[config.mk]
export PLATFORM = sky130hd
export DESIGN_NAME = i2c_status_flags
export DESIGN_NICKNAME = d
export VERILOG_FILES = /design/src/verilog/i2c_flags_pkg.sv /design/src/verilog/i2c_status_flags.sv
export SDC_FILE = /design/constraint.sdc
export NUM_CORES = 1
export LEC_CHECK = 0
export BUFFER_PORTS_ARGS = -buffer_cell sky130_fd_sc_hd__buf_4
export CORE_MARGIN = 4
export CORE_UTILIZATION = 45
export DETAILED_ROUTE_END_ITERATION = 10
export GPL_TIMING_DRIVEN = 1
export PLACE_DENSITY = 0.67
export SYNTH_ARGS = -nofsm -noshare
export SYNTH_HDL_FRONTEND = slang
export SYNTH_SLANG_ARGS = --single-unit
[constraint.sdc]
create_clock -name sys_clk -period 1.4 [get_ports sys_clk]
set_input_delay 0.28 -clock sys_clk [delete_from_list [all_inputs] [get_ports sys_clk]]
set_output_delay 0.28 -clock sys_clk [all_outputs]
set_load 0.02 [all_outputs]
[src/verilog/i2c_flags_pkg.sv]
// Package: register map, bit positions and carrier types of the two-wire status flags
package i2c_flags_pkg;
  // Register indices on the 3-bit register port
  localparam logic [2:0] REG_STATUS = 3'h0;
  localparam logic [2:0] REG_DATA = 3'h1;
  localparam logic [2:0] REG_CTRL = 3'h2;
  localparam logic [2:0] REG_SADDR = 3'h3;
  localparam logic [2:0] REG_EVENT = 3'h4;
  localparam logic [2:0] REG_MASK = 3'h5;
  // Bit positions of serial_bus_status
  localparam int ST_BUSY = 7;
  localparam int ST_SCP = 5;
  localparam int ST_AL = 3;
  localparam int ST_AAS = 2;
  localparam int ST_ADZ = 1;
  localparam int ST_ACK = 0;
  // Bit positions of the control register
  localparam int CT_TX = 0;
  localparam int CT_MST = 1;
  // Bit positions of the event and mask registers
  localparam int EV_START = 0;
  localparam int EV_STOP = 1;
  localparam int EV_AL = 2;
  localparam int EV_MATCH = 3;
  localparam int EV_W = 4;
  // Constants of the bus protocol
  localparam logic [6:0] GEN_CALL_ADDR = 7'h00;
  localparam logic [3:0] ACK_SLOT = 4'h8;
  localparam logic [3:0] LAST_DATA_BIT = 4'h7;
  localparam logic [6:0] SADDR_RESET = 7'h00;
  // Fixed fields of the status read-back
  localparam logic STATUS_IRQ_RD = 1'h0;
  localparam logic STATUS_ONE_RD = 1'h1;
  // Hardware flags of the status register
  typedef struct packed {
    logic busy;
    logic al;
    logic own_address_match;
    logic general_call_seen;
    logic ack;
  } status_flags_t;
  // Read-1 arming of the software-cleared flags
  typedef struct packed {
    logic al;
    logic own_address_match;
    logic general_call_seen;
  } clear_arm_t;
endpackage

[src/verilog/i2c_status_flags.sv]
// Status flags of a two-wire serial bus interface with bus watcher and register port
`timescale 1ns/1ps
module i2c_status_flags
  import i2c_flags_pkg::*;
#(
  parameter int SYNC_STAGES = 2 // Pin synchroniser depth
)
(
  input wire logic sys_clk,
  input wire logic sys_rst,
  input wire logic [2:0] addr,
  input wire logic [7:0] wr_data,
  input wire logic wr_en,
  input wire logic rd_en,
  output logic [7:0] rd_data,
  input wire logic scl_in,
  input wire logic sda_in,
  output logic sda_out,
  output logic sda_oe,
  input wire logic tx_bit,
  input wire logic tx_drive,
  output logic start_req,
  output logic stop_req,
  output logic irq
);
  // Elaboration check on the synchroniser depth
  if (SYNC_STAGES != 2)
  begin : g_bad
    $error("SYNC_STAGES must be 2");
  end

  // True when a 7-bit address is the general call
  function automatic logic is_gen_call(input logic [6:0] a);
    is_gen_call = (a == GEN_CALL_ADDR);
  endfunction

  // Pin synchronisers, index 0 is clock line, 1 is data line
  logic [1:0] pin_raw;
  logic [1:0] sync1; // First stage, read only by sync2
  logic [1:0] sync2; // Second stage, safe to use
  logic [1:0] prev; // Previous synchronised level
  assign pin_raw = {sda_in, scl_in};
  genvar gi;
  for (gi = 0; gi < 2; gi++)
  begin : g_sync
    // Two flip-flops then an edge register per pin
    always_ff @(posedge sys_clk)
    begin
      if (sys_rst)
      begin
        sync1[gi] <= 1'b1;
        sync2[gi] <= 1'b1;
        prev[gi] <= 1'b1;
      end
      else
      begin
        sync1[gi] <= pin_raw[gi];
        sync2[gi] <= sync1[gi];
        prev[gi] <= sync2[gi];
      end
    end
  end

  // Bus conditions seen on the synchronised lines
  logic scl_s, sda_s, scl_rise, scl_fall, start_det, stop_det;
  assign scl_s = sync2[0];
  assign sda_s = sync2[1];
  assign scl_rise = scl_s & ~prev[0];
  assign scl_fall = ~scl_s & prev[0];
  assign start_det = scl_s & prev[0] & prev[1] & ~sda_s;
  assign stop_det = scl_s & prev[0] & ~prev[1] & sda_s;

  // Register state
  status_flags_t flags, next_flags; // Hardware flags
  clear_arm_t arm, next_arm; // Flags read as 1
  logic [1:0] ctrl, next_ctrl; // Transmit and master mode
  logic [6:0] saddr, next_saddr; // Own slave address
  logic [EV_W-1:0] events, next_events; // Sticky events
  logic [EV_W-1:0] mask, next_mask; // Interrupt mask
  logic [7:0] rx_byte, next_rx_byte; // Last received byte
  logic [7:0] rd_q, next_rd_q; // Read data register
  logic start_q, next_start_q, stop_q, next_stop_q;
  // Bit tracking state
  logic [3:0] bit_cnt, next_bit_cnt; // Clock rises in byte
  logic first_byte, next_first_byte; // Address byte pending
  logic ack_phase, next_ack_phase; // Acknowledge clock window
  logic addressed, next_addressed; // Slave selected this transfer
  logic [7:0] shift, next_shift; // Incoming bits
  logic oe_q, next_oe_q; // Data line pull-down

  // Decoded accesses
  logic wr_st, rd_st, wr_dat, rd_dat, tx_mode, mst_mode;
  assign wr_st = wr_en & (addr == REG_STATUS);
  assign rd_st = rd_en & (addr == REG_STATUS);
  assign wr_dat = wr_en & (addr == REG_DATA);
  assign rd_dat = rd_en & (addr == REG_DATA);
  assign tx_mode = ctrl[CT_TX];
  assign mst_mode = ctrl[CT_MST];

  // Events of the current cycle
  logic byte_done, addr_hit, gc_hit, al_hit, data_clr;
  logic ack_drive, tx_low;
  assign byte_done = scl_rise & (bit_cnt == LAST_DATA_BIT);
  // Slave in either transfer direction sees its address or the general call
  // At the eighth rise the seven address bits already sit in the shifter
  assign gc_hit = byte_done & first_byte & ~mst_mode & is_gen_call(shift[6:0]);
  assign addr_hit = byte_done & first_byte & ~mst_mode
    & (is_gen_call(shift[6:0]) | (shift[6:0] == saddr));
  // Master transmitter drives high but the bus reads low
  assign al_hit = mst_mode & tx_mode & ~ack_phase & tx_drive & tx_bit
    & scl_s & ~sda_s & ~flags.al;
  // Data register access that retires the address flags
  assign data_clr = (wr_dat & tx_mode) | (rd_dat & ~tx_mode);
  // Receiver drives the stored acknowledge in the ack window
  assign ack_drive = ack_phase & ~tx_mode & (mst_mode | addressed) & ~flags.ack;
  assign tx_low = mst_mode & tx_mode & ~ack_phase & tx_drive & ~tx_bit & ~flags.al;

  // Bit counter, shifter and acknowledge window
  always_comb
  begin
    next_bit_cnt = bit_cnt;
    next_first_byte = first_byte;
    next_ack_phase = ack_phase;
    next_addressed = addressed;
    next_shift = shift;
    next_rx_byte = rx_byte;
    if (start_det)
    begin
      // New transfer restarts the byte
      next_bit_cnt = 4'h0;
      next_first_byte = 1'b1;
      next_ack_phase = 1'b0;
      next_addressed = 1'b0;
    end
    else if (stop_det)
    begin
      // Bus released
      next_first_byte = 1'b0;
      next_ack_phase = 1'b0;
      next_addressed = 1'b0;
    end
    else
    begin
      if (scl_rise)
      begin
        if (bit_cnt == ACK_SLOT)
        begin
          next_bit_cnt = 4'h0;
          next_first_byte = 1'b0;
        end
        else
        begin
          next_bit_cnt = bit_cnt + 4'h1;
          next_shift = {shift[6:0], sda_s};
        end
      end
      if (byte_done)
      begin
        next_rx_byte = {shift[6:0], sda_s};
      end
      if (addr_hit)
      begin
        next_addressed = 1'b1;
      end
      if (scl_fall)
      begin
        next_ack_phase = (bit_cnt == ACK_SLOT);
      end
    end
  end

  // Flags, arming and control registers
  always_comb
  begin
    next_flags = flags;
    next_arm = arm;
    next_ctrl = ctrl;
    next_saddr = saddr;
    next_mask = mask;
    next_start_q = 1'b0;
    next_stop_q = 1'b0;
    // Status read arms each software-cleared flag that reads as 1
    if (rd_st)
    begin
      next_arm.al = arm.al | flags.al;
      next_arm.own_address_match = arm.own_address_match | flags.own_address_match;
      next_arm.general_call_seen = arm.general_call_seen | flags.general_call_seen;
    end
    if (wr_st)
    begin
      // Only armed flags clear, and only to 0; a written 1 is ignored
      if (arm.al & ~wr_data[ST_AL])
        next_flags.al = 1'b0;
      if (arm.own_address_match & ~wr_data[ST_AAS])
        next_flags.own_address_match = 1'b0;
      if (arm.general_call_seen & ~wr_data[ST_ADZ])
        next_flags.general_call_seen = 1'b0;
      next_arm = '0;
      // Acknowledge setting is software written
      next_flags.ack = wr_data[ST_ACK];
      // Prohibit low requests start or stop by occupied bit
      if (~wr_data[ST_SCP])
      begin
        next_start_q = wr_data[ST_BUSY];
        next_stop_q = ~wr_data[ST_BUSY];
      end
    end
    if (data_clr)
    begin
      next_flags.own_address_match = 1'b0;
      next_flags.general_call_seen = 1'b0;
    end
    // Transmitter captures the receiver answer at the ack clock
    if (scl_rise & (bit_cnt == ACK_SLOT) & tx_mode)
      next_flags.ack = sda_s;
    // Hardware sets win over every clear
    if (al_hit)
      next_flags.al = 1'b1;
    if (addr_hit)
      next_flags.own_address_match = 1'b1;
    if (gc_hit)
      next_flags.general_call_seen = 1'b1;
    if (start_det)
      next_flags.busy = 1'b1;
    else if (stop_det)
      next_flags.busy = 1'b0;
    // Plain control registers
    if (wr_en & (addr == REG_CTRL))
      next_ctrl = wr_data[1:0];
    if (wr_en & (addr == REG_SADDR))
      next_saddr = wr_data[6:0];
    if (wr_en & (addr == REG_MASK))
      next_mask = wr_data[EV_W-1:0];
  end

  // Sticky events, read clears, a new event wins
  logic [EV_W-1:0] ev_now;
  assign ev_now = {addr_hit, al_hit, stop_det, start_det};
  always_comb
  begin
    next_events = events;
    if (rd_en & (addr == REG_EVENT))
      next_events = '0;
    next_events = next_events | ev_now;
  end

  // Read mux, data one cycle after the strobe
  always_comb
  begin
    next_rd_q = 8'h00;
    if (rd_en)
    begin
      case (addr)
        REG_STATUS: next_rd_q = {flags.busy, STATUS_IRQ_RD, STATUS_ONE_RD, STATUS_ONE_RD,
                                 flags.al, flags.own_address_match, flags.general_call_seen, flags.ack};
        REG_DATA: next_rd_q = rx_byte;
        REG_CTRL: next_rd_q = {6'h00, ctrl};
        REG_SADDR: next_rd_q = {1'b0, saddr};
        REG_EVENT: next_rd_q = {{(8-EV_W){1'b0}}, events};
        REG_MASK: next_rd_q = {{(8-EV_W){1'b0}}, mask};
        default: next_rd_q = 8'h00;
      endcase
    end
    // Open-drain pull-down for ack or master data
    next_oe_q = ack_drive | tx_low;
  end

  // Register all state
  always_ff @(posedge sys_clk)
  begin
    if (sys_rst)
    begin
      flags <= '0;
      arm <= '0;
      ctrl <= 2'h0;
      saddr <= SADDR_RESET;
      events <= '0;
      mask <= '0;
      rx_byte <= 8'h00;
      rd_q <= 8'h00;
      start_q <= 1'b0;
      stop_q <= 1'b0;
      bit_cnt <= 4'h0;
      first_byte <= 1'b0;
      ack_phase <= 1'b0;
      addressed <= 1'b0;
      shift <= 8'h00;
      oe_q <= 1'b0;
    end
    else
    begin
      flags <= next_flags;
      arm <= next_arm;
      ctrl <= next_ctrl;
      saddr <= next_saddr;
      events <= next_events;
      mask <= next_mask;
      rx_byte <= next_rx_byte;
      rd_q <= next_rd_q;
      start_q <= next_start_q;
      stop_q <= next_stop_q;
      bit_cnt <= next_bit_cnt;
      first_byte <= next_first_byte;
      ack_phase <= next_ack_phase;
      addressed <= next_addressed;
      shift <= next_shift;
      oe_q <= next_oe_q;
    end
  end

  // Outputs
  assign rd_data = rd_q;
  assign sda_out = 1'b0;
  assign sda_oe = oe_q;
  assign start_req = start_q;
  assign stop_req = stop_q;
  assign irq = |(events & mask);
endmodule
==> flow_summary.json, run 1 <==
{
  "status": "finished, final reports clean",
  "dp_cells": 387,
  "hold_depth": 2,
  "cts.reportedPaths.clkPinSlew_ns": 0.06,
  "slowest_delay_ns": 0.35,
  "drc": 0,
  "power_density_nw_per_um2": 1116,
  "setup_ws_ns": 0.006394,
  "synth_edf_count": 0,
  "syn_nets": 305,
  "n_antenna_cell": 0,
  "core_sq_um": 5921,
  "pre_cts_ws_ns": -0.05805,
  "place_hpwl_um": 4297,
  "fin_worst_skew_ns": 0.006272,
  "min_from": "wr_data[7]",
  "grt_pass1_wl_um": 9977,
  "r2r_cells": 7,
  "drtIter0Drc": 65,
  "slew_viol_final": 0,
  "hold_end": "stop_req$_SDFF_PP0_",
  "root_buffer": "clkbuf_8",
  "clock_sinks": 64,
  "ios": 32,
  "r2r-start": "bit_cnt[1]$_SDFFE_PP0P_",
  "grt_usage": 0.1769,
  "synth.distinct_cells": 42,
  "syn_inst": 284,
  "die_w_um": 85.89,
  "utilization": 0.5714,
  "dominantRegCellSynth": "dfxtp_1",
  "viasPerCell": 5.228,
  "p_leak_nw": 1.505,
  "h-tree-depth": 3,
  "end_kind": "flip-flop",
  "reg2reg_to": "shift[4]$_SDFFE_PP0P_",
  "finalPower_mw": 3.777,
  "crit_family": "simple AND/OR/NAND/NOR gates",
  "cts_buffer_depth": 2,
  "syn-mean-instance-area_sq_um": 9.613,
  "cp_slowest_cell": "dfxtp_2",
  "ant_nets": 0,
  "port_buffers": 30,
  "startpoint_type": "flip-flop",
  "antenna_found_initial": 0,
  "final_layout_size_suffix_gt1_frac": 0.2918,
  "yosysSeqAreaShare": 0.4693,
  "setup_viol": 0,
  "grt_overflow_total": 0,
  "ir_drop_mv": 0.5319,
  "fmax_mhz": 717.6,
  "critPathBufInv": 2,
  "place_congestion": 0.7717,
  "rows": 28,
  "insertion_delay_ns": 0.34,
  "fill_cells": 559,
  "ys_seq_elements": 64,
  "vias": 2112,
  "fin_cells": 404,
  "grt_max_degree": 23,
  "cap_violations": 0,
  "cp.required_ns": 1.62,
  "crit_path_max_fanout": 7,
  "synth.cell_area_sq_um": 2730,
  "cp-startpoint": "bit_cnt[1]$_SDFFE_PP0P_",
  "r2r_slack_ns": 0.006,
  "die-height_um": 85.89,
  "first_global_vias": 2014,
  "wl_um": 6096,
  "hold_path.class": "in -> reg",
  "cts_tree": "done",
  "synth_warnings": 0,
  "fin_crit_ns": 1.394,
  "dr.pass1.iters": 4,
  "setup.worst_path.class": "reg -> reg",
  "wire_per_inst_um": 15.09,
  "hold_viol_final": 0,
  "path_cells": "inv_2 -> ha_4 -> and3b_2 -> nand2b_4 -> buf_12 -> mux2i_1 -> nor2_1",
  "dieArea_sq_um": 7377,
  "grt_setup_unrepaired": "true",
  "cts_buffers": 9,
  "post-route-period-util": 0.9954,
  "nNetsFinal": 346,
  "arrival_ns": 1.62,
  "areaGrowthSynthToFinish_pct": 23.92,
  "initial_core_util": 0.4611,
  "synth-async-reset-ratio": 0
}
[repair_timing]
| item | CTS | global route |
|---|---|---|
| hold buffers | 0 | 0 |
| buffers inserted | 2 | 0 |
| resized for setup | 4 | 14 |
| pin swaps | 1 | 8 |
| endpoints found under the setup margin | 1 | 13 |
[where the power goes]
| part | leakage, nW | internal (mW) | switching [mW] | total (mW) |
|---|---|---|---|---|
| Combinational | 0.880 | 0.119 | 0.131 | 0.250 |
| Clock | 0.103 | 0.988 | 0.672 | 1.66 |
| Sequential | 0.521 | 1.85 | 0.0210 | 1.87 |
[layout make-up]
class | count | area, sq um | share of cell area
inverter | 5 | 18.77 | 0.005547
tap | 75 | 93.84 | 0.02774
timing repair buffer | 48 | 389.1 | 0.1150
multi-input combinational | 197 | 1390 | 0.4109
clock buffer | 11 | 131.4 | 0.03883
clock inverter | 4 | 70.07 | 0.02071
sequential | 64 | 1290 | 0.3813
[kinds of logic after synthesis]
| group | Yosys count | share of synthesized area |
|---|---|---|
| AO/OA/AOI/OAI | 33 | 0.07746 |
| XOR/XNOR | 10 | 0.03208 |
| adder cells (fa/ha/maj) | 2 | 0.009164 |
| buffers and inverters | 23 | 0.03895 |
| flip-flops | 64 | 0.4693 |
| multiplexers | 40 | 0.1544 |
| other | 1 | 0.001374 |
| AND/OR/NAND/NOR | 111 | 0.2172 |
[sequential cells by signal (all words and copies together), names as in the netlist, 2 cells and up]
name	count
ctrl	2
events	4
sync1	2
prev	2
saddr	7
bit_cnt	4
arm	3
rx_byte	8
shift	7
rd_data	8
mask	4
flags	5
[through the flow]
stage	setup TNS (ns)	hold slack [ns]	instance area, sq um
global placement	-0.1496	0.3923	3103
CTS	0	0.07728	3337
finish	0	0.09056	3383
global route	-0.4842	0.07947	3383
floorplan	0	0.3516	2745
detailed placement	-0.1623	0.3993	3103
[synthesized netlist by cell type (2+ instances only)]
cell / count / share of area
a21oi_1: 14 / 0.026
a22oi_1: 7 / 0.019
a31oi_1: 6 / 0.014
and3_1: 2 / 0.0046
buf_2: 7 / 0.013
clkbuf_1: 8 / 0.011
dfxtp_1: 64 / 0.47
ha_1: 2 / 0.0092
inv_1: 5 / 0.0069
mux2_2: 7 / 0.029
mux2i_1: 32 / 0.12
nand2_1: 10 / 0.014
nand2b_1: 4 / 0.0092
nand3_1: 8 / 0.015
nand3b_1: 6 / 0.016
nand4b_1: 3 / 0.0096
nor2_1: 43 / 0.059
nor2b_1: 4 / 0.0092
nor3_1: 10 / 0.018
nor3b_1: 2 / 0.0055
nor4_1: 3 / 0.0069
o22a_1: 3 / 0.0096
or2_2: 6 / 0.014
xor2_1: 10 / 0.032
[layout by cell type (no fill, tap or decap), types with 7 or more instances in the layout]
cell type and instances:
dfxtp_1 57, clkbuf_8 9, mux2i_1 32, nor3_1 10, buf_4 45, nor2_1 41
nand2_1 10, mux2_2 7, xor2_1 10, a21oi_1 14, dfxtp_2 7
[worst max-delay path by stage]
| stage | slack, ns | end | cells after the start |
|---|---|---|---|
| floorplan | 0.01 | bit_cnt[0]$_SDFFE_PP0P_ | 7 |
| global placement | -0.05 | arm[2]$_SDFFE_PP0P_ | 6 |
| detailed placement | -0.06 | arm[0]$_SDFFE_PP0P_ | 6 |
| CTS | 0.002 | flags[2]$_SDFFE_PP0P_ | 4 |
| global route | -0.08 | shift[3]$_SDFFE_PP0P_ | 7 |
| finish | 0.006 | shift[4]$_SDFFE_PP0P_ | 7 |
[metal layers]
| layer | vias to the layer above | share of wire | track usage |
|---|---|---|---|
| li1 | 1074 | - | - |
| met1 | 995 | 0.46 | 0.2228 |
| met2 | 32 | 0.48 | 0.2831 |
| met3 | 11 | 0.038 | 0.04515 |
| met4 | 0 | 0.021 | 0.08201 |
| met5 | - | 0 | 0 |
(Power assumes the default switching activity.)
==> run 2: changes to the inputs <==
--- a/config.mk
+++ b/config.mk
@@ -6,10 +6,11 @@
 export NUM_CORES = 1
 export LEC_CHECK = 0
 export BUFFER_PORTS_ARGS = -buffer_cell sky130_fd_sc_hd__buf_4
+export CAP_MARGIN = 25
 export CORE_MARGIN = 4
 export CORE_UTILIZATION = 45
 export DETAILED_ROUTE_END_ITERATION = 10
-export GPL_TIMING_DRIVEN = 1
+export GPL_TIMING_DRIVEN = 0
 export PLACE_DENSITY = 0.67
 export SYNTH_ARGS = -nofsm -noshare
 export SYNTH_HDL_FRONTEND = slang
==> constraint.sdc (replaced) <==
create_clock -name sys_clk -period 1.2 [get_ports sys_clk]
set_input_delay 0.24 -clock sys_clk [delete_from_list [all_inputs] [get_ports sys_clk]]
set_output_delay 0.24 -clock sys_clk [all_outputs]
set_load 0.02 [all_outputs]
==> run 2 against run 1 <==
The run now ends with setup timing left. Power increased by 18%. Clock skew grew 0.0054 ns. Global-route usage is 1.6 points higher. Critical endpoint is now bit_cnt[0]$_SDFFE_PP0P_. Largest power group unchanged.
==> flow_summary.json, run 2 (same netlist as run 1, synthesis figures left out) <==
{
  "status": "finished, violations left",
  "violations": "setup timing",
  "grt_max_degree": 12,
  "crit_path_max_fanout": 8,
  "insertion_delay_ns": 0.34,
  "cts_buffer_depth": 2,
  "slew_viol_final": 0,
  "r2r_slack_ns": -0.20,
  "grt_pass1_wl_um": 10910,
  "antenna_found_initial": 0,
  "dr.pass1.iters": 5,
  "maxSlewHeadroom": 0.6165,
  "die_w_um": 85.89,
  "n_antenna_cell": 0,
  "dieArea_sq_um": 7377,
  "fin_crit_ns": 1.400,
  "min_from": "wr_data[7]",
  "pwr-share-comb": 0.070,
  "r2r_cells": 6,
  "hold_depth": 2,
  "worst_pin_slew_ns": 0.5729,
  "place_congestion": 0.7963,
  "final_cell_area_sq_um": 3521,
  "dr_wl_met2_um": 3258,
  "drc": 0,
  "dp_cells": 387,
  "post_dp_cell_area_sq_um": 3067,
  "viasPerCell": 5.358,
  "cap_violations": 0,
  "hold_slack_ns": 0.05830,
  "power_density_nw_per_um2": 1268,
  "drtIter0Drc": 131,
  "place_hpwl_um": 4513,
  "ios": 32,
  "cp.required_ns": 1.48,
  "final_layout_size_suffix_gt1_frac": 0.3609,
  "fin_worst_skew_ns": 0.01163,
  "nNetsFinal": 355,
  "fin_cells": 413,
  "arrival_ns": 1.67,
  "end_kind": "flip-flop",
  "h-tree-depth": 3,
  "areaGrowthSynthToFinish_pct": 28.96,
  "post-route-period-util": 1.166,
  "rows": 28,
  "final_cell_mix": "dfxtp_1 (51), nor2_1 (41), buf_4 (39)",
  "ant_nets": 0,
  "fmax_mhz": 714.5,
  "hold_end": "stop_req$_SDFF_PP0_",
  "wire_per_inst_um": 16.11,
  "grt_setup_unrepaired": "true",
  "setup.worst_path.class": "reg -> reg",
  "grt_overflow_total": 0,
  "layout_commonest_cell": "dfxtp_1",
  "die-height_um": 85.89,
  "p_leak_nw": 1.532,
  "clkPwrFrac": 0.443,
  "reg2reg_to": "bit_cnt[0]$_SDFFE_PP0P_",
  "utilization": 0.5947,
  "port_buffers": 28,
  "hold_buffers": 0,
  "fin_tns_setup_ns": -2.966,
  "grt_usage": 0.1927,
  "fill_cells": 521,
  "wl_met3_um": 380,
  "top_layer": "met4",
  "wl_um": 6653,
  "setup_ws_ns": -0.1995,
  "startpoint_type": "flip-flop",
  "initial_core_util": 0.4611,
  "p_int_mw": 3.440,
  "r2r-start": "bit_cnt[0]$_SDFFE_PP0P_",
  "swShare": 0.2296,
  "ir_drop_mv": 0.7063,
  "finalPower_mw": 4.465,
  "wl_met1_um": 2930,
  "hold_path.class": "in -> reg",
  "seqPwrFrac": 0.487,
  "cts.reportedPaths.clkPinSlew_ns": 0.07,
  "setup_viol": 28,
  "clock_sinks": 64,
  "pre_cts_ws_ns": -0.4995,
  "root_buffer": "clkbuf_8",
  "vias": 2213,
  "core_sq_um": 5921,
  "switchingPower_mw": 1.025,
  "cts_tree": "done",
  "first_global_vias": 2120,
  "cts_buffers": 9,
  "hold_viol_final": 0
}
run 2: per-layer routing:
metal	vias to the layer above	global-route usage
met5	-	0
met4	0	0.06906
met3	8	0.05572
met2	52	0.3097
met1	1069	0.2460
li1	1084	-
run 2: power groups by stage:
stage	registers, mW	clock network [mW]	logic, mW
6_report	2.18	1.98	0.312
4_1_cts	2.17	2.01	0.294
3_5_place_dp	2.23	0	0.281
3_3_place_gp	2.23	0	0.280
5_1_grt	2.18	2.11	0.339
2_1_floorplan	2.22	0	0.176
run 2: worst max path at each step:
stage / start / end / slack [ns] / cells after the start
final: bit_cnt[0]$_SDFFE_PP0P_ / bit_cnt[0]$_SDFFE_PP0P_ / -0.20 / 6
after global routing: bit_cnt[0]$_SDFFE_PP0P_ / bit_cnt[0]$_SDFFE_PP0P_ / -0.23 / 6
after CTS: bit_cnt[0]$_SDFFE_PP0P_ / bit_cnt[0]$_SDFFE_PP0P_ / -0.16 / 6
after detailed placement: sys_rst / mask[0]$_SDFFE_PP0P_ / -0.50 / 4
after global placement: sys_rst / rx_byte[6]$_SDFFE_PP0P_ / -0.51 / 4
after floorplan: bit_cnt[1]$_SDFFE_PP0P_ / bit_cnt[0]$_SDFFE_PP0P_ / -0.17 / 7
run 2: timing repair:
item,in CTS,in global routing
pin swaps,11,8
endpoints found under the setup margin,39,47
buffers inserted,12,2
endpoints found under the hold margin,0,0
cloned,0,0
gates resized for setup,29,16
run 2: cell type report:
class,instances,area (sq um),area share
Multi-Input combinational cell,197,1480,0.4204
Clock buffer,9,123.9,0.03518
Timing Repair Buffer,41,322.8,0.09168
Clock inverter,6,85.08,0.02416
Inverter,5,18.77,0.005330
Buffer,16,91.34,0.02594
Sequential cell,64,1305,0.3706
Tap cell,75,93.84,0.02665
run 2: critical path, cell delays in order (launching register included):
cell and delay (ns):
dfxtp_2 0.35, inv_2 0.05, ha_4 0.15, and3b_2 0.22, nand2b_4 0.20, mux2_4 0.28, nor2_2 0.08
